[config.mk]
export PLATFORM = sky130hd
export DESIGN_NAME = gpc_pin_controller
export DESIGN_NICKNAME = d
export VERILOG_FILES = /design/src/pkg/gpc_pkg.sv /design/src/rtl/gpc_pin_controller.sv /design/src/rtl/gpc_pin_mux.sv /design/src/rtl/gpc_change_flags.sv
export SDC_FILE = /design/constraint.sdc
export NUM_CORES = 1
export LEC_CHECK = 0
export ABC_AREA = 0
export BUFFER_PORTS_ARGS = -buffer_cell sky130_fd_sc_hd__buf_4
export CELL_PAD_IN_SITES_DETAIL_PLACEMENT = 0
export CELL_PAD_IN_SITES_GLOBAL_PLACEMENT = 1
export CORE_ASPECT_RATIO = 1.2
export CORE_MARGIN = 2
export CORE_UTILIZATION = 40
export DETAILED_ROUTE_END_ITERATION = 8
export PLACE_DENSITY = 0.79
export RECOVER_POWER = 100
export SETUP_SLACK_MARGIN = 0.4
export SKIP_CTS_REPAIR_TIMING = 1
export SYNTH_ARGS = -nofsm -noshare
export SYNTH_HDL_FRONTEND = slang
export SYNTH_SLANG_ARGS = --single-unit
[constraint.sdc]
create_clock -name SYS_CLK_IN -period 4.6 [get_ports SYS_CLK_IN]
set_input_delay 0.92 -clock SYS_CLK_IN [delete_from_list [all_inputs] [get_ports SYS_CLK_IN]]
set_output_delay 0.92 -clock SYS_CLK_IN [all_outputs]
set_load 0.02 [all_outputs]
[src/pkg/gpc_pkg.sv]
// Shared constants and types of the general pin controller
package gpc_pkg;

   // Pin count and special pin positions
   localparam int GPC_PINS = 37;
   localparam int GPC_STRAP_LSB = 33;
   localparam int GPC_STRAP_W = 4;
   localparam int GPC_MGMT_CLK_PIN = 22;
   localparam int GPC_MGMT_DATA_PIN = 23;

   // Register index (byte address bits 7:3); address bit 2 picks the high word
   localparam logic [4:0] GPC_IDX_OUT = 5'h00;
   localparam logic [4:0] GPC_IDX_SET = 5'h01;
   localparam logic [4:0] GPC_IDX_CLR = 5'h02;
   localparam logic [4:0] GPC_IDX_IN = 5'h03;
   localparam logic [4:0] GPC_IDX_OE = 5'h04;
   localparam logic [4:0] GPC_IDX_SEL0 = 5'h05;
   localparam logic [4:0] GPC_IDX_SEL1 = 5'h06;
   localparam logic [4:0] GPC_IDX_FLAGS = 5'h07;
   localparam logic [4:0] GPC_IDX_ENA = 5'h08;
   localparam logic [4:0] GPC_IDX_ACTIVE = 5'h09;
   localparam logic [4:0] GPC_IDX_CTRL = 5'h0a;

   // Control word field positions
   localparam int GPC_CTRL_SOFT_RST_BIT = 0;
   localparam int GPC_CTRL_MGMT_BIT = 1;
   localparam int GPC_CTRL_STRAP_LSB = 4;

   // Reset values
   localparam logic [36:0] GPC_OUT_RST = 37'h00_0000_0000;
   localparam logic [36:0] GPC_OE_RST = 37'h00_0000_0000;
   localparam logic [36:0] GPC_SEL_RST = 37'h00_0000_0000;
   localparam logic [36:0] GPC_ENA_RST = 37'h00_0000_0000;
   localparam logic [36:0] GPC_FLAGS_RST = 37'h00_0000_0000;

   // Pins that own a second and a third alternate function
   localparam logic [36:0] GPC_F2_MASK = 37'h00_1edd_ff30;
   localparam logic [36:0] GPC_F3_MASK = 37'h00_1edf_ff30;

   // Function select codes
   typedef enum logic [1:0] {
      GPC_FUNC_PLAIN = 2'b00,
      GPC_FUNC_ALT1 = 2'b01,
      GPC_FUNC_ALT2 = 2'b10,
      GPC_FUNC_ALT3 = 2'b11
   } gpc_func_t;

endpackage : gpc_pkg

[src/rtl/gpc_pin_controller.sv]
// General pin controller: 37 pins, function mux, change interrupts, Avalon-MM slave
`timescale 1ns/1ps
module gpc_pin_controller
   import gpc_pkg::*;
#(
   parameter int ADDR_W = 8,
   parameter logic [3:0] MGMT_STRAP_CODE = 4'h1
) (
   // Clock and reset
   input wire logic SYS_CLK_IN,
   input wire logic RESET_N_IN,
   // Avalon-MM register slave
   input wire logic [ADDR_W-1:0] AVS_ADDRESS_IN,
   input wire logic AVS_READ_IN,
   input wire logic AVS_WRITE_IN,
   input wire logic [31:0] AVS_WRITEDATA_IN,
   input wire logic [3:0] AVS_BYTEENABLE_IN,
   output logic [31:0] AVS_READDATA_OUT,
   output logic AVS_WAITREQUEST_OUT,
   // Pin side
   input wire logic [36:0] PIN_IN,
   output logic [36:0] PIN_OUT,
   output logic [36:0] PIN_OE_OUT,
   // Alternate function drivers
   input wire logic [36:0] ALT1_OUT_IN,
   input wire logic [36:0] ALT1_OE_IN,
   input wire logic [36:0] ALT2_OUT_IN,
   input wire logic [36:0] ALT2_OE_IN,
   input wire logic [36:0] ALT3_OUT_IN,
   input wire logic [36:0] ALT3_OE_IN,
   // Function select and strap results
   output logic [36:0] FUNC_SEL0_OUT,
   output logic [36:0] FUNC_SEL1_OUT,
   output logic [3:0] CPU_CONFIG_STRAPS_OUT,
   // Management slave data driver
   input wire logic MGMT_SLAVE_DATA_OUT_IN,
   input wire logic MGMT_SLAVE_DATA_OE_IN,
   output logic MGMT_SLAVE_MODE_OUT,
   // Interrupt
   output logic IRQ_OUT
);

   if (ADDR_W < 8) begin : g_addr_check
      $error("ADDR_W too small for the register map");
   end

   logic [36:0] out_val;
   logic [36:0] oe;
   logic [36:0] sel0;
   logic [36:0] sel1;
   logic [36:0] ena;
   logic [36:0] flags;
   logic [36:0] active;
   logic [36:0] clear;
   logic [36:0] wbits;
   logic [36:0] wmask;
   logic [36:0] mux_out;
   logic [36:0] mux_oe;
   logic [36:0] pin_q;
   logic [36:0] chg;
   logic [31:0] be_mask;
   logic [31:0] wdata;
   logic [31:0] next_rdata;
   logic [4:0] idx;
   logic [3:0] straps;
   logic hi;
   logic wr_en;
   logic rd_take;
   logic soft_rst;
   logic reg_rst_n;
   logic mgmt_mode;
   logic any_active;

   // Low or high word of a 37-bit register
   function automatic logic [31:0] pick(input logic [36:0] v, input logic h);
      pick = h ? {27'h000_0000, v[36:32]} : v[31:0];
   endfunction : pick

   // Bus decode; a write lands at the edge that shows waitrequest low
   assign idx = AVS_ADDRESS_IN[7:3];
   assign hi = AVS_ADDRESS_IN[2];
   assign wr_en = AVS_WRITE_IN && !AVS_WAITREQUEST_OUT;
   assign rd_take = AVS_READ_IN && AVS_WAITREQUEST_OUT;
   assign be_mask = {{8{AVS_BYTEENABLE_IN[3]}}, {8{AVS_BYTEENABLE_IN[2]}},
                     {8{AVS_BYTEENABLE_IN[1]}}, {8{AVS_BYTEENABLE_IN[0]}}};
   assign wdata = AVS_WRITEDATA_IN & be_mask;
   assign wbits = hi ? {wdata[4:0], 32'h0000_0000} : {5'h00, wdata};
   assign wmask = hi ? {be_mask[4:0], 32'h0000_0000} : {5'h00, be_mask};

   // Software block reset spares the function select and the straps
   assign reg_rst_n = RESET_N_IN && !soft_rst;

   // One wait cycle per request, then one ready cycle
   always_ff @(posedge SYS_CLK_IN) begin
      if (!RESET_N_IN) begin
         AVS_WAITREQUEST_OUT <= 1'b1;
      end else if ((AVS_READ_IN || AVS_WRITE_IN) && AVS_WAITREQUEST_OUT) begin
         AVS_WAITREQUEST_OUT <= 1'b0;
      end else begin
         AVS_WAITREQUEST_OUT <= 1'b1;
      end
   end

   // Read mux; unmapped addresses read as zero
   always_comb begin
      next_rdata = 32'h0000_0000;
      case (idx)
         GPC_IDX_OUT: next_rdata = pick(out_val, hi);
         GPC_IDX_IN: next_rdata = pick(PIN_IN, hi);
         GPC_IDX_OE: next_rdata = pick(oe, hi);
         GPC_IDX_SEL0: next_rdata = pick(sel0, hi);
         GPC_IDX_SEL1: next_rdata = pick(sel1, hi);
         GPC_IDX_FLAGS: next_rdata = pick(flags, hi);
         GPC_IDX_ENA: next_rdata = pick(ena, hi);
         GPC_IDX_ACTIVE: next_rdata = pick(active, hi);
         GPC_IDX_CTRL: begin
            if (!hi) begin
               next_rdata[GPC_CTRL_MGMT_BIT] = mgmt_mode;
               next_rdata[GPC_CTRL_STRAP_LSB +: GPC_STRAP_W] = straps;
            end
         end
         default: next_rdata = 32'h0000_0000;
      endcase
   end

   // Read data is captured with the request and stands through the ready cycle
   always_ff @(posedge SYS_CLK_IN) begin
      if (!RESET_N_IN) begin
         AVS_READDATA_OUT <= 32'h0000_0000;
      end else if (rd_take) begin
         AVS_READDATA_OUT <= next_rdata;
      end
   end

   // Soft reset pulse from the control word
   always_ff @(posedge SYS_CLK_IN) begin
      if (!RESET_N_IN) begin
         soft_rst <= 1'b0;
      end else begin
         soft_rst <= wr_en && idx == GPC_IDX_CTRL && !hi && wdata[GPC_CTRL_SOFT_RST_BIT];
      end
   end

   // Output value with plain, atomic set and atomic clear writes
   always_ff @(posedge SYS_CLK_IN) begin
      if (!reg_rst_n) begin
         out_val <= GPC_OUT_RST;
      end else if (wr_en && idx == GPC_IDX_OUT) begin
         out_val <= (out_val & ~wmask) | wbits;
      end else if (wr_en && idx == GPC_IDX_SET) begin
         out_val <= out_val | wbits;
      end else if (wr_en && idx == GPC_IDX_CLR) begin
         out_val <= out_val & ~wbits;
      end
   end

   // Output enables, all inputs after reset
   always_ff @(posedge SYS_CLK_IN) begin
      if (!reg_rst_n) begin
         oe <= GPC_OE_RST;
      end else if (wr_en && idx == GPC_IDX_OE) begin
         oe <= (oe & ~wmask) | wbits;
      end
   end

   // Function select only follows the device reset
   always_ff @(posedge SYS_CLK_IN) begin
      if (!RESET_N_IN) begin
         sel0 <= GPC_SEL_RST;
         sel1 <= GPC_SEL_RST;
      end else begin
         if (wr_en && idx == GPC_IDX_SEL0) begin
            sel0 <= (sel0 & ~wmask) | wbits;
         end
         if (wr_en && idx == GPC_IDX_SEL1) begin
            sel1 <= (sel1 & ~wmask) | wbits;
         end
      end
   end

   // Strap capture while reset is held; pins are ordinary once released
   always_ff @(posedge SYS_CLK_IN) begin
      if (!RESET_N_IN) begin
         straps <= PIN_IN[GPC_STRAP_LSB +: GPC_STRAP_W];
      end
   end

   // Management slave mode follows the captured straps
   always_ff @(posedge SYS_CLK_IN) begin
      if (!RESET_N_IN) begin
         mgmt_mode <= 1'b0;
      end else begin
         mgmt_mode <= straps == MGMT_STRAP_CODE;
      end
   end

   // Interrupt enables
   always_ff @(posedge SYS_CLK_IN) begin
      if (!reg_rst_n) begin
         ena <= GPC_ENA_RST;
      end else if (wr_en && idx == GPC_IDX_ENA) begin
         ena <= (ena & ~wmask) | wbits;
      end
   end

   // Write one to a flag clears it
   assign clear = (wr_en && idx == GPC_IDX_FLAGS) ? wbits : '0;

   gpc_change_flags #(
      .N(GPC_PINS)
   ) u_flags (
      .clk_in(SYS_CLK_IN),
      .rst_n_in(reg_rst_n),
      .level_in(PIN_IN),
      .clear_in(clear),
      .flags_out(flags)
   );

   assign active = flags & ena;
   assign any_active = |active;

   // One function mux per pin, with fixed function presence
   for (genvar i = 0; i < GPC_PINS; i++) begin : g_pin
      gpc_pin_mux #(
         .HAS_F2(GPC_F2_MASK[i]),
         .HAS_F3(GPC_F3_MASK[i])
      ) u_mux (
         .func_in(gpc_func_t'({sel1[i], sel0[i]})),
         .plain_out_in(out_val[i]),
         .plain_oe_in(oe[i]),
         .alt1_out_in(ALT1_OUT_IN[i]),
         .alt1_oe_in(ALT1_OE_IN[i]),
         .alt2_out_in(ALT2_OUT_IN[i]),
         .alt2_oe_in(ALT2_OE_IN[i]),
         .alt3_out_in(ALT3_OUT_IN[i]),
         .alt3_oe_in(ALT3_OE_IN[i]),
         .pin_out(mux_out[i]),
         .pin_oe_out(mux_oe[i])
      );
   end

   // Pin drivers, registered; management slave overrides pins 22 and 23
   always_ff @(posedge SYS_CLK_IN) begin
      if (!RESET_N_IN) begin
         PIN_OUT <= '0;
         PIN_OE_OUT <= '0;
      end else begin
         PIN_OUT <= mux_out;
         PIN_OE_OUT <= mux_oe;
         if (mgmt_mode) begin
            PIN_OUT[GPC_MGMT_CLK_PIN] <= 1'b0;
            PIN_OE_OUT[GPC_MGMT_CLK_PIN] <= 1'b0;
            PIN_OUT[GPC_MGMT_DATA_PIN] <= MGMT_SLAVE_DATA_OUT_IN;
            PIN_OE_OUT[GPC_MGMT_DATA_PIN] <= MGMT_SLAVE_DATA_OE_IN;
         end
      end
   end

   // Status outputs
   always_ff @(posedge SYS_CLK_IN) begin
      if (!RESET_N_IN) begin
         FUNC_SEL0_OUT <= '0;
         FUNC_SEL1_OUT <= '0;
         CPU_CONFIG_STRAPS_OUT <= 4'h0;
         MGMT_SLAVE_MODE_OUT <= 1'b0;
         IRQ_OUT <= 1'b0;
      end else begin
         FUNC_SEL0_OUT <= sel0;
         FUNC_SEL1_OUT <= sel1;
         CPU_CONFIG_STRAPS_OUT <= straps;
         MGMT_SLAVE_MODE_OUT <= mgmt_mode;
         IRQ_OUT <= any_active;
      end
   end

   // Helper history for the checks below
   always_ff @(posedge SYS_CLK_IN) begin
      pin_q <= PIN_IN;
   end
   assign chg = PIN_IN ^ pin_q;

   oe_reset_a: assert property (
      @(posedge SYS_CLK_IN) disable iff (!RESET_N_IN)
      !$past(RESET_N_IN) |-> oe == '0 && PIN_OE_OUT == '0)
      else $error("output enables not cleared by reset");

   set_ones_a: assert property (
      @(posedge SYS_CLK_IN) disable iff (!RESET_N_IN)
      wr_en && idx == GPC_IDX_SET |=>
      (out_val & $past(wbits)) == $past(wbits)
      && ((out_val ^ $past(out_val)) & ~$past(wbits)) == '0)
      else $error("atomic set changed the wrong bits");

   clear_ones_a: assert property (
      @(posedge SYS_CLK_IN) disable iff (!RESET_N_IN)
      wr_en && idx == GPC_IDX_CLR |=>
      (out_val & $past(wbits)) == '0
      && ((out_val ^ $past(out_val)) & ~$past(wbits)) == '0)
      else $error("atomic clear changed the wrong bits");

   level_read_a: assert property (
      @(posedge SYS_CLK_IN) disable iff (!RESET_N_IN)
      rd_take && idx == GPC_IDX_IN && !hi |=>
      AVS_READDATA_OUT == $past(PIN_IN[31:0]) && !AVS_WAITREQUEST_OUT)
      else $error("level register does not show the pins");

   plain_drive_a: assert property (
      @(posedge SYS_CLK_IN) disable iff (!RESET_N_IN)
      sel0[8] == 1'b0 && sel1[8] == 1'b0 |=>
      PIN_OE_OUT[8] == $past(oe[8]) && (!PIN_OE_OUT[8] || PIN_OUT[8] == $past(out_val[8])))
      else $error("plain pin not driven from output value");

   select_keep_a: assert property (
      @(posedge SYS_CLK_IN) disable iff (!RESET_N_IN)
      soft_rst |=> sel0 == $past(sel0) && sel1 == $past(sel1) && oe == '0)
      else $error("soft reset disturbed the function select");

   change_flag_a: assert property (
      @(posedge SYS_CLK_IN) disable iff (!reg_rst_n)
      $past(reg_rst_n) && $past(reg_rst_n, 2) |->
      (flags & $past(chg)) == $past(chg))
      else $error("input change did not set its flag");

   flag_sticky_a: assert property (
      @(posedge SYS_CLK_IN) disable iff (!reg_rst_n)
      reg_rst_n && !(wr_en && idx == GPC_IDX_FLAGS) |=> (flags & $past(flags)) == $past(flags))
      else $error("flag dropped without a clear");

   irq_follow_a: assert property (
      @(posedge SYS_CLK_IN) disable iff (!RESET_N_IN)
      1'b1 |=> IRQ_OUT == |($past(flags) & $past(ena)))
      else $error("interrupt does not follow enabled flags");

   active_read_a: assert property (
      @(posedge SYS_CLK_IN) disable iff (!RESET_N_IN)
      rd_take && idx == GPC_IDX_ACTIVE && !hi |=>
      AVS_READDATA_OUT == ($past(flags[31:0]) & $past(ena[31:0])))
      else $error("active register is not flags and enables");

   mgmt_take_a: assert property (
      @(posedge SYS_CLK_IN) disable iff (!RESET_N_IN)
      mgmt_mode |=> !PIN_OE_OUT[GPC_MGMT_CLK_PIN]
      && PIN_OE_OUT[GPC_MGMT_DATA_PIN] == $past(MGMT_SLAVE_DATA_OE_IN))
      else $error("management slave did not take its pins");

   alt3_route_a: assert property (
      @(posedge SYS_CLK_IN) disable iff (!RESET_N_IN)
      sel0[5] && sel1[5] |=> PIN_OE_OUT[5] == $past(ALT3_OE_IN[5]))
      else $error("code three did not route third function");

endmodule : gpc_pin_controller

[src/rtl/gpc_pin_mux.sv]
// Per-pin function multiplexer of the general pin controller
`timescale 1ns/1ps
module gpc_pin_mux
   import gpc_pkg::*;
#(
   parameter bit HAS_F2 = 1'b1,
   parameter bit HAS_F3 = 1'b1
) (
   // Selection
   input wire gpc_func_t func_in,
   // Candidate drivers
   input wire logic plain_out_in,
   input wire logic plain_oe_in,
   input wire logic alt1_out_in,
   input wire logic alt1_oe_in,
   input wire logic alt2_out_in,
   input wire logic alt2_oe_in,
   input wire logic alt3_out_in,
   input wire logic alt3_oe_in,
   // Result
   output logic pin_out,
   output logic pin_oe_out
);

   // A missing function leaves the pin undriven rather than guess a driver
   always_comb begin
      pin_out = 1'b0;
      pin_oe_out = 1'b0;
      unique case (func_in)
         GPC_FUNC_PLAIN: begin
            pin_out = plain_out_in;
            pin_oe_out = plain_oe_in;
         end
         GPC_FUNC_ALT1: begin
            pin_out = alt1_out_in;
            pin_oe_out = alt1_oe_in;
         end
         GPC_FUNC_ALT2: begin
            pin_out = HAS_F2 & alt2_out_in;
            pin_oe_out = HAS_F2 & alt2_oe_in;
         end
         GPC_FUNC_ALT3: begin
            pin_out = HAS_F3 & alt3_out_in;
            pin_oe_out = HAS_F3 & alt3_oe_in;
         end
      endcase
   end

endmodule : gpc_pin_mux

[src/rtl/gpc_change_flags.sv]
// Sticky change-detect flags with write-one-to-clear
`timescale 1ns/1ps
module gpc_change_flags #(
   parameter int N = 37
) (
   // Clock and reset
   input wire logic clk_in,
   input wire logic rst_n_in,
   // Watched levels and clear strobe
   input wire logic [N-1:0] level_in,
   input wire logic [N-1:0] clear_in,
   // Sticky flags
   output logic [N-1:0] flags_out
);

   if (N < 1) begin : g_n_check
      $error("N must be at least one");
   end

   logic [N-1:0] prev;
   logic armed;
   logic [N-1:0] change;

   // No history right after reset, so the first cycle compares nothing
   assign change = armed ? (level_in ^ prev) : '0;

   // Previous level and arming
   always_ff @(posedge clk_in) begin
      if (!rst_n_in) begin
         prev <= '0;
         armed <= 1'b0;
      end else begin
         prev <= level_in;
         armed <= 1'b1;
      end
   end

   // A new change beats a clear in the same cycle
   always_ff @(posedge clk_in) begin
      if (!rst_n_in) begin
         flags_out <= '0;
      end else begin
         flags_out <= (flags_out & ~clear_in) | change;
      end
   end

endmodule : gpc_change_flags

==> results_dict.tcl <==
set metrics [dict create \
    die_w_um 202.9 \
    p_total_mw 8.558 \
    layout_commonest_cell "dfxtp_1" \
    hold_violations 0 \
    leakage_nw 8.783 \
    cts_buffers 48 \
    io_buffers 427 \
    syn_area_um2 18990 \
    area_growth_pct 23.83 \
    grt_setup_unrepaired "no" \
    critPathKind "primary input to register" \
    first_pass_iters 6 \
    seqCellArea_um2 9110 \
    skew_ps 21.96 \
    synth-edff-count 4 \
    row_count 87 \
    async_flop_share_pct 0 \
    yosys.area.top_type "dfxtp_1" \
    syn_inst 2024 \
    routed_via_density 5.626 \
    grt_max_degree 93 \
    top_usage_layer "met2" \
    path_max_fanout 31 \
    yosysTopAreaCellShare_pct 47.34 \
    met1_usage_pct 35.24 \
    drc 0 \
    yosysSeqAreaShare_pct 47.97 \
    cts_root_buf "clkbuf_16" \
    antenna_found_initial 4 \
    finalNetCount 2709 \
    setup_violations 0 \
    drt_iter0_drc 1372 \
    clk_pin_slew_ps 60 \
    grt_pass1_wl_um 105100 \
    worst_setup_path_end_kind "register" \
    start_util_pct 40.47 \
    worstHoldStart "ena[5]$_SDFFE_PN0P_" \
    worstPathArrival_ps 4220 \
    maxCapViolCount 6 \
    synth_area_leaders "dfxtp_1 47%, nand2_1 5.6%, and2_1 5.1%, a21oi_1 4.9%, mux4_2 4.7%" \
    die_area_um2 49240 \
    layout_common_cells "448 x dfxtp_1, 284 x nand2_1, 271 x buf_4" \
    nFillCells 4548 \
    core_um2 46920 \
    synth_flop_cell "dfxtp_1" \
    cts_max_level 2 \
    ys_warn_count 0 \
    use_met2_pct 47.34 \
    status "finished with violations" \
    min_period_over_period_pct 82.74 \
    slew_violations 248 \
    worst_pin_slew_ps 2312 \
    dp_hpwl_um 49060 \
    reg2reg_depth 5 \
    worst_ep_required_time_ps 5020 \
    syn_nets 2333 \
    fin_tns_setup_ps 0 \
    slew-limit-headroom_pct -54.12 \
    ant_nets 0 \
    r2r-start "AVS_WAITREQUEST_OUT$_SDFF_PN1_" \
    clk_path_buf_depth 3 \
    worst_setup_path_start_kind "primary input" \
    cts_tree "yes" \
    max_freq_mhz 262.7 \
    wire_per_inst_um 23.06 \
    violations "capacitance limit, slew limit" \
    regToRegEndpoint "ena[3]$_SDFFE_PN0P_" \
    io_pins 496 \
    grtUsageTotal_pct 27.88 \
    multi_input_area_um2 9214 \
    synth-seq-cells 453 \
    wl_um 70580 \
    layout-drive-gt1-share_pct 18.69 \
    grt-ovfl-total 0 \
    num_vias 17220 \
    gp_congestion 0.8567 \
    fin_util_pct 50.12 \
    fin_crit_ps 3806 \
    fp.dieH_um 242.7 \
    clock_latency_ps 580 \
    rrSetupSlack_ps 860 \
    ys_types 50 \
    grt_pass1_vias 16840 \
    whs_endpoint "ena[5]$_SDFFE_PN0P_" \
    power-per-cell-area_nw_per_um2 364.0 \
    synth_area_per_cell_um2 9.382 \
    vdd_drop_max_mv 0.2509 \
    hold_class "register to register" \
    holdPathStages 2 \
    clock_sinks 453 \
    grt.met3_usage_pct 4.605 \
]
==> synth_stat cells (3+ instances only) <==
library cell,number
nand4_1,5
buf_6,8
mux2i_1,70
buf_2,24
nor4_4,7
nor2_1,120
mux2_2,40
o2bb2ai_1,10
nand2_1,284
a22oi_1,81
a21oi_1,187
o211ai_1,44
a32o_1,12
clkbuf_1,101
nor2b_1,15
nor3b_1,3
o21ai_0,17
inv_1,7
edfxtp_1,4
and4_1,4
nor3_1,3
a21o_1,5
a22o_1,28
and2_1,154
a222oi_1,13
buf_1,9
a32oi_1,18
nand2b_1,40
nor3_2,4
mux4_2,40
and3_1,3
dfxtp_1,449
xor2_1,37
a221oi_1,3
nand3_1,152
==> worst max-delay path by stage <==
stage	slack (ps)	start	endpoint	depth (start not counted)
2_1_floorplan	2030	AVS_ADDRESS_IN[6]	sel0[32]$_SDFFE_PN0P_	7
3_3_place_gp	1000	AVS_ADDRESS_IN[5]	AVS_READDATA_OUT[16]$_SDFFE_PN0P_	7
3_5_place_dp	940	AVS_ADDRESS_IN[5]	oe[13]$_SDFFE_PN0P_	7
4_1_cts	1570	AVS_ADDRESS_IN[5]	oe[0]$_SDFFE_PN0P_	7
5_1_grt	740	AVS_ADDRESS_IN[5]	sel0[5]$_SDFFE_PN0P_	6
6_report	790	AVS_ADDRESS_IN[3]	ena[3]$_SDFFE_PN0P_	6
==> through the flow <==
step	area (um^2)	instances	hold slack [ps]	setup slack [ps]
finish	23510	3061	473.8	793.9
global route	23510	3061	481.6	741.5
CTS	24330	3057	470.3	1565
detailed placement	22730	2973	464.8	944.9
global placement	22730	2973	456.6	1004
floorplan	18990	2024	433.2	2032
==> metal layers <==
layer,vias up,part of all wire (%)
met5,-,0
met4,0,3.5
met3,136,7.4
met2,749,49
met1,8391,40
li1,7946,-
==> final cells by class <==
cell class              count  area share [%]
diodes                      4         0.04257
repair buffers            469           11.83
clock inverters            12          0.5002
flip-flops and latches    453           38.74
clock buffers              72           6.268
well taps                 623           3.315
multi-input cells        1421           39.18
inverters                   7          0.1171
==> worst max-delay path, stage by stage <==
cell     delay [ps]
buf_4           260
or2_2           450
nor3_1         1600
nand2_1         670
nand2_1         210
a21oi_1          90
==> flip-flops by register name (all words and copies together), names as in the netlist, named ones only <==
signal                 cells
soft_rst                   1
AVS_READDATA_OUT          32
straps                     4
sel0                      37
FUNC_SEL1_OUT             37
IRQ_OUT                    1
PIN_OE_OUT                37
AVS_WAITREQUEST_OUT        1
PIN_OUT                   37
u_flags.armed              1
MGMT_SLAVE_MODE_OUT        1
u_flags.prev              37
CPU_CONFIG_STRAPS_OUT      4
mgmt_mode                  1
sel1                      37
oe                        37
ena                       37
FUNC_SEL0_OUT             37
u_flags.flags_out         37
==> report_power, final <==
| group | leakage [nW] | switching [mW] | internal (mW) |
|---|---|---|---|
| Sequential | 3.68 | 0.0594 | 3.98 |
| Clock | 0.794 | 1.62 | 2.32 |
| Combinational | 4.31 | 0.338 | 0.242 |
==> logic make-up after synthesis <==
logic type / share of synthesized area (%)
buffers and inverters: 3.499
DFF: 47.97
AOI/OAI and AO/OA: 14.91
muxes: 10.81
and+or+nand+nor: 21.11
xor gates and xnor gates: 1.707
Note: power is estimated with default switching activity, not from simulation.
